File: src/include/rvs_pkg.sv
// Purpose: Shared constants and carriers for the reset and vector sequencer
// Assumes: 125 MHz core clock; watchdog oscillator ticks arrive as a pin level
// Notes:   Vector numbers double as priority, lower is higher
package rvs_pkg;

	// Clock and time figures
	localparam int CLK_PERIOD_NS    = 8;
	localparam int PIN_MIN_NS       = 500;
	localparam int PIN_MIN_CYC      = (PIN_MIN_NS + CLK_PERIOD_NS - 1) / CLK_PERIOD_NS;
	localparam int CLK_COUNT_CYC    = 18;

	// Watchdog-oscillator cycle counts of the start-up time-out
	localparam int OSC_CYC_LONG     = 65536;
	localparam int OSC_CYC_MID      = 4096;
	localparam int OSC_CYC_SHORT_BO = 32;
	localparam int OSC_CYC_SHORT    = 8;

	// Start-up delay select encodings
	localparam logic [1:0] SEL_LONG_A = 2'h0;
	localparam logic [1:0] SEL_LONG_B = 2'h1;
	localparam logic [1:0] SEL_MID    = 2'h2;
	localparam logic [1:0] SEL_SHORT  = 2'h3;
	localparam logic [1:0] SEL_RESET  = 2'h0;

	// Reset cause flag positions
	localparam int FLAG_POWERUP  = 0;
	localparam int FLAG_PIN      = 1;
	localparam int FLAG_BROWNOUT = 2;
	localparam int FLAG_WATCHDOG = 3;
	localparam logic [7:0] CAUSE_RESET = 8'h01;

	// Interrupt sources and vectors
	localparam int NUM_IRQ          = 8;
	localparam logic [8:0] VEC_RESET = 9'h000;
	localparam logic [8:0] VEC_BASE  = 9'h001;

	// Sequencer states
	typedef enum logic [1:0] {
		RVS_HOLD,
		RVS_OSC_WAIT,
		RVS_CLK_WAIT,
		RVS_RUN
	} rvs_state_e;

	// Interrupt request/answer carrier
	typedef struct packed {
		logic       take;
		logic [8:0] vector;
		logic [7:0] clear;
	} rvs_irq_s;

	// Whole module state
	typedef struct packed {
		rvs_state_e state;
		logic [16:0] osc_cnt;
		logic [4:0]  clk_cnt;
		logic [6:0]  pin_cnt;
		logic        pin_rst;
		logic        osc_d1;
		logic        osc_d2;
		logic        osc_d3;
		logic        pin_d1;
		logic        pin_d2;
		logic        por_d1;
		logic        por_d2;
		logic        bo_d1;
		logic        bo_d2;
		logic        wdt_d;
		logic        wake_pend;
		logic        gie;
		logic [7:0]  cause;
		logic        core_rst_b;
		logic        io_init;
		logic [8:0]  fetch_addr;
		logic        fetch_load;
		rvs_irq_s    irq;
		logic [1:0]  sel_cap;
		logic        bo_lvl;
	} rvs_state_s;

endpackage

File: src/rtl/rvs_sequencer.sv
// Purpose: Reset combiner, start-up delay and interrupt vector arbiter
// Assumes: Analog detectors and the reset pin are asynchronous levels; the
//          watchdog pulse, wake request and interrupt lines are core_clk logic
// Notes:   Register file is not touched here; only io_init drives peripherals
`timescale 1ns/1ps
module rvs_sequencer
	import rvs_pkg::*;
#(
	parameter int OSC_LONG  = rvs_pkg::OSC_CYC_LONG,
	parameter int OSC_MID   = rvs_pkg::OSC_CYC_MID
) (
	// Clock and reset
	input  wire logic                 core_clk,
	input  wire logic                 rst_b,
	// Reset sources, watchdog oscillator and wake request
	input  wire logic                 reset_pin_b,
	input  wire logic                 powerup_ok,
	input  wire logic                 brownout_low,
	input  wire logic                 watchdog_pulse,
	input  wire logic                 wdt_osc,
	input  wire logic                 wake_powerdown,
	// Fuses
	input  wire logic [1:0]           startup_delay_select,
	input  wire logic                 brownout_enable_fuse,
	input  wire logic                 brownout_level_fuse,
	// Interrupt side
	input  wire logic [NUM_IRQ-1:0]   irq_pending,
	input  wire logic [NUM_IRQ-1:0]   irq_enable,
	input  wire logic                 gie_set,
	input  wire logic                 gie_clear,
	input  wire logic                 reti,
	input  wire logic                 irq_ready,
	// Cause register write
	input  wire logic                 cause_wr,
	input  wire logic [7:0]           cause_wdata,
	// Outputs to core
	output logic                      core_rst_b,
	output logic                      io_init,
	output logic [8:0]                fetch_addr,
	output logic                      fetch_load,
	output rvs_pkg::rvs_irq_s         irq_out,
	output logic                      gie,
	output logic [7:0]                reset_cause_register,
	output logic                      brownout_level_high
);
	import rvs_pkg::*;

	rvs_state_s st_reg;
	rvs_state_s st_next;

	// Parameter sanity, refused at elaboration; counts must fit the 17-bit counter
	if (OSC_LONG < 33 || OSC_LONG > 131071 ||
	    OSC_MID < 33 || OSC_MID > OSC_LONG) begin : g_bad_osc
		$error("rvs_sequencer: oscillator counts out of range");
	end

	// Combined live sources and osc tick
	logic       pin_low;
	logic       por_low;
	logic       bo_act;
	logic       wdt_fall;
	logic       osc_tick;
	logic       any_src;
	logic [16:0] osc_target;
	logic [1:0] sel;
	logic [7:0] ok_mask;
	logic [3:0] win_idx;
	logic       win_any;

	always_comb begin
		pin_low  = !st_reg.pin_d2;
		por_low  = !st_reg.por_d2;
		bo_act   = st_reg.bo_d2 && !brownout_enable_fuse;
		wdt_fall = st_reg.wdt_d && !watchdog_pulse;
		osc_tick = st_reg.osc_d2 && !st_reg.osc_d3;
		any_src  = st_reg.pin_rst || por_low || bo_act || watchdog_pulse;
		sel      = st_reg.sel_cap;
	end

	// Oscillator cycle target from the latched select
	always_comb begin
		case (sel)
			SEL_LONG_A, SEL_LONG_B: osc_target = 17'(OSC_LONG);
			SEL_MID:                osc_target = 17'(OSC_MID);
			SEL_SHORT:              osc_target = brownout_enable_fuse ?
			                        17'(OSC_CYC_SHORT) : 17'(OSC_CYC_SHORT_BO);
			default:                osc_target = 17'(OSC_LONG);
		endcase
	end

	// Priority pick: lowest index that is pending, enabled and global on
	always_comb begin
		ok_mask = irq_pending & irq_enable & {NUM_IRQ{st_reg.gie}};
		win_idx = 4'h0;
		win_any = 1'b0;
		for (int i = NUM_IRQ - 1; i >= 0; i--) begin
			if (ok_mask[i]) begin
				win_idx = 4'(i);
				win_any = 1'b1;
			end
		end
	end

	// Next state
	always_comb begin
		st_next = st_reg;
		st_next.osc_d1 = wdt_osc;
		st_next.osc_d2 = st_reg.osc_d1;
		st_next.osc_d3 = st_reg.osc_d2;
		st_next.pin_d1 = reset_pin_b;
		st_next.pin_d2 = st_reg.pin_d1;
		st_next.por_d1 = powerup_ok;
		st_next.por_d2 = st_reg.por_d1;
		st_next.bo_d1  = brownout_low;
		st_next.bo_d2  = st_reg.bo_d1;
		st_next.wdt_d  = watchdog_pulse;
		st_next.bo_lvl = !brownout_level_fuse;
		st_next.fetch_load = 1'b0;
		st_next.irq.take   = 1'b0;
		st_next.irq.clear  = 8'h00;

		// Pin low must persist past the minimum width before it counts
		if (pin_low) begin
			if (st_reg.pin_cnt >= 7'(PIN_MIN_CYC))
				st_next.pin_rst = 1'b1;
			else
				st_next.pin_cnt = st_reg.pin_cnt + 7'h01;
		end else begin
			st_next.pin_cnt = 7'h00;
			st_next.pin_rst = 1'b0;
		end

		// Cause flags: software writes zero to clear, hardware set wins
		if (cause_wr)
			st_next.cause[3:0] = st_reg.cause[3:0] & cause_wdata[3:0];
		if (st_reg.pin_rst)
			st_next.cause[FLAG_PIN] = 1'b1;
		if (bo_act)
			st_next.cause[FLAG_BROWNOUT] = 1'b1;
		if (watchdog_pulse)
			st_next.cause[FLAG_WATCHDOG] = 1'b1;
		if (por_low)
			st_next.cause = CAUSE_RESET;
		st_next.cause[7:4] = 4'h0;

		// Global enable: taken interrupt clears, return or software sets
		if (gie_set || reti)
			st_next.gie = 1'b1;
		if (gie_clear)
			st_next.gie = 1'b0;

		if (wake_powerdown && st_reg.state == RVS_RUN)
			st_next.wake_pend = 1'b1;

		case (st_reg.state)
			RVS_HOLD: begin
				st_next.core_rst_b = 1'b0;
				st_next.io_init    = 1'b1;
				st_next.gie        = 1'b0;
				st_next.osc_cnt    = 17'h00000;
				st_next.clk_cnt    = 5'h00;
				if (!any_src && !wdt_fall) begin
					st_next.sel_cap = startup_delay_select;
					st_next.state   = RVS_OSC_WAIT;
				end
			end
			RVS_OSC_WAIT: begin
				if (any_src) begin
					st_next.state = RVS_HOLD;
				end else if (st_reg.osc_cnt >= osc_target) begin
					st_next.state = RVS_CLK_WAIT;
				end else if (osc_tick) begin
					st_next.osc_cnt = st_reg.osc_cnt + 17'h00001;
				end
			end
			RVS_CLK_WAIT: begin
				if (any_src) begin
					// Wake path runs with the core out of reset, so drop it now
					st_next.state      = RVS_HOLD;
					st_next.core_rst_b = 1'b0;
					st_next.io_init    = 1'b1;
				end else if (st_reg.clk_cnt == 5'(CLK_COUNT_CYC - 1)) begin
					st_next.state      = RVS_RUN;
					st_next.core_rst_b = 1'b1;
					st_next.io_init    = 1'b0;
					st_next.fetch_addr = VEC_RESET;
					st_next.fetch_load = 1'b1;
					st_next.wake_pend  = 1'b0;
				end else begin
					st_next.clk_cnt = st_reg.clk_cnt + 5'h01;
				end
			end
			RVS_RUN: begin
				if (any_src) begin
					st_next.state      = RVS_HOLD;
					st_next.core_rst_b = 1'b0;
					st_next.io_init    = 1'b1;
				end else if (st_reg.wake_pend) begin
					st_next.clk_cnt   = 5'h00;
					st_next.state     = RVS_CLK_WAIT;
					st_next.wake_pend = 1'b0;
				end else if (win_any && irq_ready) begin
					st_next.irq.take       = 1'b1;
					st_next.irq.vector     = VEC_BASE + 9'(win_idx);
					st_next.irq.clear      = 8'h01 << win_idx;
					st_next.fetch_addr     = VEC_BASE + 9'(win_idx);
					st_next.fetch_load     = 1'b1;
					st_next.gie            = 1'b0;
				end
			end
			default: st_next.state = RVS_HOLD;
		endcase
	end

	// State register; working registers live elsewhere and are untouched
	always_ff @(posedge core_clk or negedge rst_b) begin
		if (!rst_b) begin
			st_reg            <= '0;
			st_reg.state      <= RVS_HOLD;
			st_reg.io_init    <= 1'b1;
			st_reg.cause      <= CAUSE_RESET;
			st_reg.sel_cap    <= SEL_RESET;
			st_reg.pin_d1     <= 1'b1;
			st_reg.pin_d2     <= 1'b1;
			st_reg.por_d1     <= 1'b1;
			st_reg.por_d2     <= 1'b1;
		end else begin
			st_reg <= st_next;
		end
	end

	// Outputs straight from flops
	always_comb begin
		core_rst_b           = st_reg.core_rst_b;
		io_init              = st_reg.io_init;
		fetch_addr           = st_reg.fetch_addr;
		fetch_load           = st_reg.fetch_load;
		irq_out              = st_reg.irq;
		gie                  = st_reg.gie;
		reset_cause_register = st_reg.cause;
		brownout_level_high  = st_reg.bo_lvl;
	end

endmodule

File: config.mk
export PLATFORM = sky130hd
export DESIGN_NAME = rvs_sequencer
export DESIGN_NICKNAME = d
export VERILOG_FILES = /design/src/include/rvs_pkg.sv /design/src/rtl/rvs_sequencer.sv
export SDC_FILE = /design/constraint.sdc
export NUM_CORES = 1
export LEC_CHECK = 0
export BUFFER_PORTS_ARGS = -buffer_cell sky130_fd_sc_hd__buf_2
export CORE_ASPECT_RATIO = 0.5
export CORE_UTILIZATION = 35
export CTS_BUF_LIST = sky130_fd_sc_hd__clkbuf_16
export DETAILED_ROUTE_END_ITERATION = 16
export SLEW_MARGIN = 20
export SYNTH_ARGS = -nofsm -noshare
export SYNTH_HDL_FRONTEND = slang
export SYNTH_SLANG_ARGS = --single-unit
File: constraint.sdc
create_clock -name core_clk -period 3.23 [get_ports core_clk]
set_input_delay 0.4845 -clock core_clk [delete_from_list [all_inputs] [get_ports core_clk]]
set_output_delay 0.4845 -clock core_clk [all_outputs]
set_load 0.02 [all_outputs]
# Word-level counts from Yosys, hierarchy flattened
# Index checks and enable logic that the tools add are counted.
dict set report totals {
  regBits 81
  out_inout_bits 40
  elab_cells 164
}
dict set report classes {
  add_sub_neg 4
  shift 1
  bitwise_logic 5
  muxes 64
  magnitude_cmp 2
  n_eq_ne 27
  reduce_logical 31
}
# op count
set ops {}
lappend ops {{two-way mux 28 bit} 3}
lappend ops {{two-way mux 17 bit} 3}
lappend ops {{one-hot mux 17 bit (3 select lines)} 1}
lappend ops {{two-way mux 4 bit} 9}
lappend ops {{one-hot mux 17 bit (2 select lines)} 1}
lappend ops {{inequality test 2 bit, second input constant} 13}
lappend ops {{two-way mux 1 bit} 20}
lappend ops {{two-way mux 2 bit} 10}
lappend ops {{two-way mux 5 bit} 4}
lappend ops {{one-hot mux 10 bit (2 select lines)} 1}
lappend ops {{two-way mux 18 bit} 1}
lappend ops {{adder 17 x 1 -> 17 bit, second input constant} 1}
lappend ops {{>= comparator 17 bit} 1}
lappend ops {{bitwise AND 8 bit} 2}
lappend ops {{one-hot mux 5 bit (3 select lines)} 1}
lappend ops {{two-way mux 12 bit} 1}
lappend ops {{inequality test 3 bit, second input constant} 4}
lappend ops {{AND reduction 4 bit} 3}
lappend ops {{two-way mux 10 bit} 1}
lappend ops {{equality test 2 bit, second input constant} 4}
lappend ops {{two-way mux 8 bit} 1}
lappend ops {{one-hot mux 2 bit (4 select lines)} 1}
lappend ops {{left shift 1 x 4 -> 8 bit, first input constant} 1}
lappend ops {{adder 7 x 1 -> 7 bit, second input constant} 1}
lappend ops {{other kinds (25)} 46}

# Logic depth before layout (Yosys ltp)
# Gate-level depths: netlist of run 1.
dict set report depth {
  ltp_word 15
  depth_mapped 10
}

# Worst setup path before layout of run 1
# OpenSTA, ideal clock, no wires.
dict set report synth_path {
  path_type {register to register}
  start {register st_reg, in the netlist sel[0]}
  end {register st_reg[82] in the netlist's numbering}
  path_stages_with_launch 10
  setup_ns 0.120
  period_less_slack_ns 2.282
  setup_slack_ns 0.948
  arrival_ns 2.162
  path_buffers 1
  path_cell_list {dfrtp_1 nand2b_1 ha_1 o41ai_2 nand2_1 or3_1 buf_2 nor3_4 a31oi_1 a41o_1}
}
dict set report synth_via {
  elab_chain_len 6
  word_cells_on_any_way 9
  classes_between {order compare (1); eq/ne (4); mux (1); reduce/logical (3)}
}
# element line_no
set synth_rtl {}
lappend synth_rtl {{start, declared} rvs_sequencer.sv:48} ;# rvs_state_s st_reg;
lappend synth_rtl {{start signal, assigned} rvs_sequencer.sv:228} ;# st_reg <= st_next;
lappend synth_rtl {{equality test 2 x 1 -> 1 bit or zero test 2 bit (tied branches)} rvs_sequencer.sv:82} ;# case (sel)
lappend synth_rtl {{OR reduction 2 bit} rvs_sequencer.sv:82}
lappend synth_rtl {{one-hot mux 17 bit (3 select lines) *} rvs_sequencer.sv:82}
lappend synth_rtl {{>= comparator 17 bit *} rvs_sequencer.sv:170} ;# end else if (st_reg.osc_cnt >= osc_target) begin
lappend synth_rtl {{inequality test 2 bit (no line) *} -}
lappend synth_rtl {{AND reduction 4 bit (no line) *} -}
# Every way passes the cells marked *; elsewhere a longest branch is shown, timed or not. The select of a mux whose other input is x is not followed.
# A chain may end at the register's enable or synchronous reset.

# Final worst setup path of run 1
dict set report layout_path {
  start {register st_reg, in the netlist sel[0]}
  end {register st_reg[73] in the netlist's numbering}
}
# Same word-level chain as after synthesis.

==> summary.txt, run 1 <==
outcome -> finished clean
Initial DRT Pass Iterations -> 4
Slew Limit Fails -> 0
final setup violation count -> 0
clk root buf -> clkbuf_16
number of synthesized register bits -> 71
CP Max Fanout -> 10
EDFF count, synth -> 0
Die Y -> 76.0 um
Die ar. -> 0.0114 mm2
CTS tree -> yes
IO buf count -> 62
drc violations -> 0
hpwl dp -> 5160 um
Worst EP required -> 3.50 ns
Pwr Density -> 576 mW/mm2
Iteration-0 DRC Markers -> 117
most used cell, CP -> nand2_1
P_leak -> 0.00212 uW
Startpoint Class -> flop
measured slew at the worst slew-check pin -> 0.892 ns
most frequent cells in the layout -> dfrtp_1 (65), buf_2 (61), nand2_1 (54)
period utilization -> 0.785
Netlist Area Pre-Place -> 0.00384 mm2
CP endpoint kind -> flop
worst hold-check path type -> in -> reg
slowest stage cell, crit path -> or4_1
Synth Instances -> 396
Fin. Hold Viols -> 0
Tmin final -> 2.53 ns
Worst path max stage delay -> 0.56 ns
NumNets Final -> 498
Cell Count, Final, Fillers Out -> 583
Placeable Area -> 0.0104 mm2
largest net degree at the start of global routing -> 72
CTS Hold Buffers Added -> 0
relative slew slack -> 0.405
max reg flops -> 38
Ys Warns -> 0
Syn-to-layout area delta -> 13.6%
MaxCap Viol Count -> 0
Syn Area/Cell -> 9.69 um2
Reg clk slew, reported paths -> 0.06 ns
ys flop type -> dfrtp_1
Antenna diodes -> 0
DP Cell Count -> 567
first-pass GRT wire length -> 12400 um
wire length per cell -> 12.3 um
total track usage -> 0.140
most common cell after layout, fill and taps aside -> dfrtp_1
maximum VDD drop -> 0.276 mV
vias per cell -> 4.80
largest buffer count on any clock path -> 2
register area share after synthesis -> 0.465
RSZ-0062 raised after global routing -> no
highest clock rate -> 395 MHz
Die Wd -> 150 um
I/O pins -> 81
post-CTS setup repair buffer count -> 0
RePlAce Congestion -> 0.727
ys async rst share -> 1.00
WL final -> 7190 um
Initial Util -> 0.367
routed vias -> 2797
Critical Path AT -> 2.81 ns
Site Rows -> 26
vias in the first global route -> 2633
Netlist cell types -> 61
CTS buffer count -> 9
worst skew pair latency -> 0.33 ns
CTS resizes -> 0
share of layout cells above drive strength 1 -> 0.230
Crit Path Category -> reg -> reg
clock skew -> 0.00481 ns
H-Tree Level Count -> 3
Cell Chain, Critical Path -> nand2b_1 -> ha_1 -> o41ai_2 -> nand2_1 -> nor3_2 -> nand3_1 -> or4_1 -> nand2_1
setup_tns -> 0 ns
clock sink count -> 71
initial antenna violation count -> 0
GRT overflow -> 0
post-route ant nets -> 0
[where the power goes]
| part | internal [uW] | switching [uW] | total [uW] | leakage, uW |
|---|---|---|---|---|
| sequential | 943 | 52.6 | 996 | 0.000939 |
| clock | 598 | 381 | 979 | 0.000142 |
| combinational | 187 | 347 | 534 | 0.00104 |
[kinds of logic after synthesis]
kind of cell | Yosys count | synth area share
other | 1 | 0.000978
flip-flops | 71 | 0.465
XOR/XNOR | 10 | 0.0228
multiplexers | 8 | 0.0225
AND/OR/NAND/NOR | 163 | 0.221
AO/OA/AOI/OAI | 60 | 0.103
adder cells (fa/ha/maj) | 19 | 0.0620
buffers and inverters | 64 | 0.102
[layout make-up]
class,instances,area [um2]
Inverter,19,71.3
Clock buffer,9,225
Timing Repair Buffer,63,320
Tap cell,140,175
Sequential cell,71,1780
Multi-Input combinational cell,274,1710
Fill cell,1046,6090
Clock inverter,7,72.6
[metrics by stage]
| stage | setup WS [ns] | total power (uW) | util | instance area [um2] | hold slack [ns] |
|---|---|---|---|---|---|
| finish | 0.696 | 2510 | 0.417 | 4360 | 0.246 |
| global route | 0.534 | 2660 | 0.417 | 4360 | 0.228 |
| CTS | 0.673 | 2550 | 0.417 | 4360 | 0.230 |
| detailed placement | 0.690 | 1560 | 0.389 | 4060 | 0.336 |
| global placement | 0.709 | 1550 | 0.389 | 4060 | 0.336 |
| floorplan | 0.948 | 1410 | - | 3880 | 0.189 |
[worst max-delay path: cells and delay by family, from the launching register on]
| family | cells | cell delay [ns] |
|---|---|---|
| compound gates | 1 | 0.40 |
| fa+ha+maj | 1 | 0.19 |
| flops | 1 | 0.39 |
| simple gates | 6 | 1.49 |
[path summary, 6_finish.rpt]
check / to / cells after the start / slack (ns) / startpoint
max: st_reg[73] / 8 / 0.70 / sel[0]
min: st_next[46] / 1 / 0.25 / powerup_ok
max in group asynchronous: st_reg[50] / 1 / 2.37 / rst_b
max reg2reg: st_reg[73] / 8 / 0.70 / sel[0]
min in group asynchronous: st_reg[79] / 1 / 0.27 / rst_b
min reg2reg: st_next[50] / 0 / 0.35 / st_next[51]
[routing by layer]
metal  global-route usage  part of all wire
met3               0.0503             0.040
met4               0.0475             0.016
met2                0.213              0.46
met5                    0                 0
met1                0.184              0.49
[cells in the mapped netlist (5+ instances only)]
library cell / count / area, um2
xor2_1: 5 / 43.8
nand3_1: 16 / 80.1
nand2b_1: 6 / 37.5
inv_1: 18 / 67.6
nand2_1: 54 / 203
nor3_1: 9 / 45.0
nor2_1: 28 / 105
buf_4: 38 / 285
or3_1: 6 / 37.5
xnor2_1: 5 / 43.8
dfrtp_1: 65 / 1630
ha_1: 19 / 238
nor2b_1: 5 / 31.3
a21oi_1: 14 / 70.1
o21ai_0: 16 / 80.1
mux2_2: 5 / 56.3
dfstp_2: 6 / 158
nand4_1: 7 / 43.8
and2_1: 10 / 62.6
(Power assumes the default switching activity.)
==> run 2: changes to the inputs <==
==> constraint.sdc (replaced) <==
create_clock -name core_clk -period 2.16 [get_ports core_clk]
set_input_delay 0.324 -clock core_clk [delete_from_list [all_inputs] [get_ports core_clk]]
set_output_delay 0.324 -clock core_clk [all_outputs]
set_load 0.02 [all_outputs]
==> summary.txt, run 2 (same netlist as run 1, synthesis figures left out) <==
clk root buf -> clkbuf_16
failing checks -> setup timing
CP endpoint kind -> flop
outcome -> complete, but fails checks
measured slew at the worst slew-check pin -> 0.535 ns
post-route ant nets -> 0
Cell Chain, Critical Path -> buf_6 -> nand2b_4 -> ha_4 -> o41ai_4 -> nand2_1 -> or3_4 -> buf_6 -> nor4b_4 -> xnor2_1 -> nor2_1
IO buf count -> 62
Startpoint Class -> flop
Iteration-0 DRC Markers -> 146
vias in the first global route -> 2875
Slew Limit Fails -> 0
most frequent cells in the layout -> dfrtp_1 (65), buf_2 (63), nand2_1 (54)
worst hold path stage count -> 1
Pwr Density -> 867 mW/mm2
CTS buffer count -> 9
CP Depth -> 10
most used cell, CP -> buf_6
max reg flops -> 38
Die Y -> 76.0 um
Syn-to-layout area delta -> 28.7%
setup_tns -> -0.0990 ns
buffers plus inverters on the worst setup path -> 2
most common cell after layout, fill and taps aside -> dfrtp_1
finished layout cell area -> 0.00494 mm2
first-pass GRT wire length -> 13500 um
initial antenna violation count -> 0
final setup violation count -> 2
Antenna diodes -> 0
slowest stage cell, crit path -> dfrtp_1
RSZ-0062 raised after global routing -> yes
reg2reg path depth -> 10
worst skew pair latency -> 0.33 ns
Reg clk slew, reported paths -> 0.05 ns
Final WS setup -> -0.0542 ns
Worst path max stage delay -> 0.42 ns
Critical Path AT -> 2.44 ns
clock skew -> 0.00412 ns
clock sink count -> 71
Initial DRT Pass Iterations -> 4
worst hold path endpoint -> st_next[48]
GRT overflow -> 0
largest buffer count on any clock path -> 2
Placed Area -> 0.00434 mm2
Worst EP required -> 2.38 ns
Initial Util -> 0.367
total track usage -> 0.153
worst hold-check path type -> in -> reg
routed vias -> 2963
relative slew slack -> 0.643
hpwl dp -> 5830 um
CP Max Fanout -> 5
I/O pins -> 81
wire length per cell -> 12.9 um
H-Tree Level Count -> 3
CP delay by family, top -> simple AND/OR/NAND/NOR gates
HP Start -> reset_pin_b
reg-to-reg startpoint -> sel[1]
reg2reg end -> st_reg[69]
MaxCap Viol Count -> 0
share of layout cells above drive strength 1 -> 0.337
Die ar. -> 0.0114 mm2
largest net degree at the start of global routing -> 33
Fin. Hold Viols -> 0
Placeable Area -> 0.0104 mm2
r2r setup slk -> -0.05 ns
WL final -> 8080 um
Die Wd -> 150 um
RePlAce Congestion -> 0.806
period utilization -> 1.03
drc violations -> 0
NumNets Final -> 542
Site Rows -> 26
P_leak -> 0.00241 uW
maximum VDD drop -> 0.384 mV
Tmin final -> 2.21 ns
Crit Path Category -> reg -> reg
CTS tree -> yes
highest clock rate -> 452 MHz
vias per cell -> 4.73
## run 2: cell types whose count changed in the layout (fill, tap and decap cells not counted), sizes merged
| cell | previous run | this run |
|---|---|---|
| clkinvlp | 2 | 0 |
| dlygate4sd3 | 0 | 1 |
| inv | 20 | 19 |
| bufinv | 1 | 3 |
| buf | 63 | 106 |
| clkinv | 3 | 4 |
## run 2: how the worst max path moves through the flow
stage	slack [ns]	from	to
after CTS	-0.09	sel[1]	st_reg[82]
after global routing	-0.17	sel[1]	st_reg[69]
after global placement	-0.11	sel[0]	st_reg[82]
after detailed placement	-0.15	brownout_enable_fuse	st_reg[82]
after floorplan	-0.03	sel[0]	st_reg[82]
final	-0.05	sel[1]	st_reg[69]
## run 2: timing repair
item	in CTS	in global routing
endpoints found under the hold margin	19	0
buffers inserted	4	2
hold buffers	1	0
setup endpoints to repair	15	20
cloned	1	0
resized for setup	22	14
pin swaps	10	8
## run 2: layout make-up
type | instances | area (um2)
repair buffers | 107 | 679
well taps | 140 | 175
clock inverters | 7 | 111
clock buffers | 9 | 225
inverters | 19 | 71.3
flip-flops and latches | 71 | 1780
multi-input cells | 274 | 1890
fillers | 993 | 5510
## run 2: routing by layer
layer | GRT usage | up-vias | wire [um] | share of wire
met5 | 0 | - | 0 | 0
met4 | 0.0404 | 0 | 61 | 0.0075
met3 | 0.0497 | 7 | 274 | 0.034
met2 | 0.238 | 44 | 3840 | 0.48
met1 | 0.203 | 1423 | 3910 | 0.48
li1 | - | 1489 | - | -
## run 2: power breakdown
group | switching [uW] | internal [uW]
Sequential | 76.9 | 1410
Combinational | 648 | 473
Clock | 555 | 1120
## run 2: stage by stage
| stage | total power [uW] | std cells | utilization | setup slack, ns | hold WS [ns] |
|---|---|---|---|---|---|
| final | 4280 | 627 | 0.473 | -0.0542 | 0.0864 |
| after global placement | 2470 | 603 | 0.416 | -0.113 | 0.335 |
| after detailed placement | 2480 | 603 | 0.416 | -0.152 | 0.335 |
| after floorplan | 2120 | 409 | - | -0.0291 | 0.0284 |
| after global routing | 4520 | 627 | 0.473 | -0.174 | 0.0713 |
| after CTS | 4300 | 625 | 0.465 | -0.0890 | 0.0712 |
## run 2: worst register-to-register path, delay by kind of cell (launching register included)
family,cells,cell delay [ns]
AO/OA/AOI/OAI,1,0.22
buffers and inverters,2,0.29
AND/OR/NAND/NOR,5,0.87
XOR/XNOR,1,0.15
adder cells (fa/ha/maj),1,0.16
flip-flops,1,0.42
==> run 3: changes to the inputs <==
--- a/config.mk
+++ b/config.mk
@@ -6,10 +6,12 @@
 export NUM_CORES = 1
 export LEC_CHECK = 0
 export BUFFER_PORTS_ARGS = -buffer_cell sky130_fd_sc_hd__buf_2
+export CAP_MARGIN = 40
 export CORE_ASPECT_RATIO = 0.5
 export CORE_UTILIZATION = 35
 export CTS_BUF_LIST = sky130_fd_sc_hd__clkbuf_16
 export DETAILED_ROUTE_END_ITERATION = 16
+export SKIP_CTS_REPAIR_TIMING = 1
 export SLEW_MARGIN = 20
 export SYNTH_ARGS = -nofsm -noshare
 export SYNTH_HDL_FRONTEND = slang
==> summary.txt, run 3 (same netlist as run 1, synthesis figures left out) <==
H-Tree Level Count -> 3
CTS buffer count -> 9
MaxCap Viol Count -> 0
clk root buf -> clkbuf_16
largest net degree at the start of global routing -> 33
reg2reg end -> st_reg[73]
Worst EP required -> 2.43 ns
Die Wd -> 150 um
Iteration-0 DRC Markers -> 110
max reg flops -> 38
Startpoint Class -> flop
first-pass GRT wire length -> 13100 um
Crit Path Category -> reg -> reg
outcome -> complete, but fails checks
WL final -> 8060 um
routed vias -> 2955
I/O pins -> 81
worst skew pair latency -> 0.33 ns
period utilization -> 1.02
Site Rows -> 26
hpwl dp -> 5830 um
IO buf count -> 62
P_leak -> 0.00242 uW
Initial DRT Pass Iterations -> 4
Cell Count, Final, Fillers Out -> 627
NumNets Final -> 542
Comb pwr share -> 0.271
maximum VDD drop -> 0.385 mV
worst hold-check path type -> in -> async
CP Max Fanout -> 9
Flop pwr share -> 0.342
final hold slack -> -0.0305 ns
initial antenna violation count -> 0
Slew Limit Fails -> 0
GRT overflow -> 0
clock share of power -> 0.386
final setup violation count -> 5
most frequent cells in the layout -> dfrtp_1 (64), buf_2 (62), nand2_1 (54)
Reg clk slew, reported paths -> 0.06 ns
clock skew -> 0.00544 ns
Placeable Area -> 0.0104 mm2
CP startpoint -> sel[0]
Sw Ratio -> 0.298
reg-to-reg startpoint -> sel[0]
vias per cell -> 4.71
DP Cell Count -> 603
Die ar. -> 0.0114 mm2
r2r setup slk -> -0.04 ns
Critical Path AT -> 2.47 ns
measured slew at the worst slew-check pin -> 0.534 ns
vias in the first global route -> 2782
internal power -> 3050 uW
relative slew slack -> 0.644
switching power of the nets -> 1290 uW
drc violations -> 0
post-route ant nets -> 0
wire length per cell -> 12.8 um
largest buffer count on any clock path -> 2
Die Y -> 76.0 um
total track usage -> 0.148
Fin. Hold Viols -> 19
Antenna diodes -> 0
CTS tree -> yes
highest clock rate -> 454 MHz
RePlAce Congestion -> 0.806
failing checks -> hold timing, setup timing
Final WS setup -> -0.0422 ns
Pwr Density -> 877 mW/mm2
Initial Util -> 0.367
most common cell after layout, fill and taps aside -> dfrtp_1
final core utilization -> 0.474
fill count -> 986
RSZ-0062 raised after global routing -> yes
Syn-to-layout area delta -> 29.2%
Tmin final -> 2.20 ns
CP endpoint kind -> flop
reg2reg path depth -> 10
share of layout cells above drive strength 1 -> 0.343
clock sink count -> 71
[run 3: per-stage QoR]
step	hold WS [ns]	area (um2)	worst slack [ns]	power, uW	TNS [ns]
finish	-0.0305	4950	-0.0422	4350	-0.0673
global route	0.00222	4950	-0.106	4590	-0.580
CTS	-0.0140	4680	-0.163	4180	-1.50
detailed placement	0.335	4340	-0.152	2480	-1.25
global placement	0.335	4340	-0.113	2470	-0.922
floorplan	0.0284	3890	-0.0291	2120	-0.0291
[run 3: worst max-delay path: stages, from the launching register on]
cell	delay (ns)
dfrtp_1	0.40
nand2b_4	0.15
ha_4	0.16
o41ai_4	0.23
nand2_1	0.11
buf_4	0.16
nor3_4	0.14
nand3_2	0.12
buf_6	0.14
or4_1	0.45
nand2_1	0.07
[run 3: routing by layer]
metal  up-vias  wire, um  global-route usage
met3         7       278              0.0485
met2        53      3760               0.227
li1       1491         -                   -
met1      1404      3920               0.199
met4         0        92              0.0394
met5         -         0                   0
[run 3: worst max path at each step]
| stage | cells after the start | slack (ns) | endpoint |
|---|---|---|---|
| floorplan | 9 | -0.03 | st_reg[82] |
| global placement | 8 | -0.11 | st_reg[82] |
| detailed placement | 9 | -0.15 | st_reg[82] |
| CTS | 8 | -0.16 | st_reg[82] |
| global route | 10 | -0.11 | st_reg[73] |
| finish | 10 | -0.04 | st_reg[73] |
[run 3: power groups by stage]
stage               registers (uW)  clock network, uW  logic (uW)
finish                        1490               1680        1180
global route                  1500               1790        1300
CTS                           1480               1720         985
detailed placement            1500                  0         980
global placement              1500                  0         968
floorplan                     1500                  0         618
[run 3: layout make-up]
cell class              count  area [um2]  area share
inverters                  19        71.3      0.0144
well taps                 140         175      0.0354
clock buffers               9         225      0.0455
multi-input cells         274        1900       0.384
repair buffers            107         683       0.138
clock inverters             7         111      0.0225
flip-flops and latches     71        1790       0.360
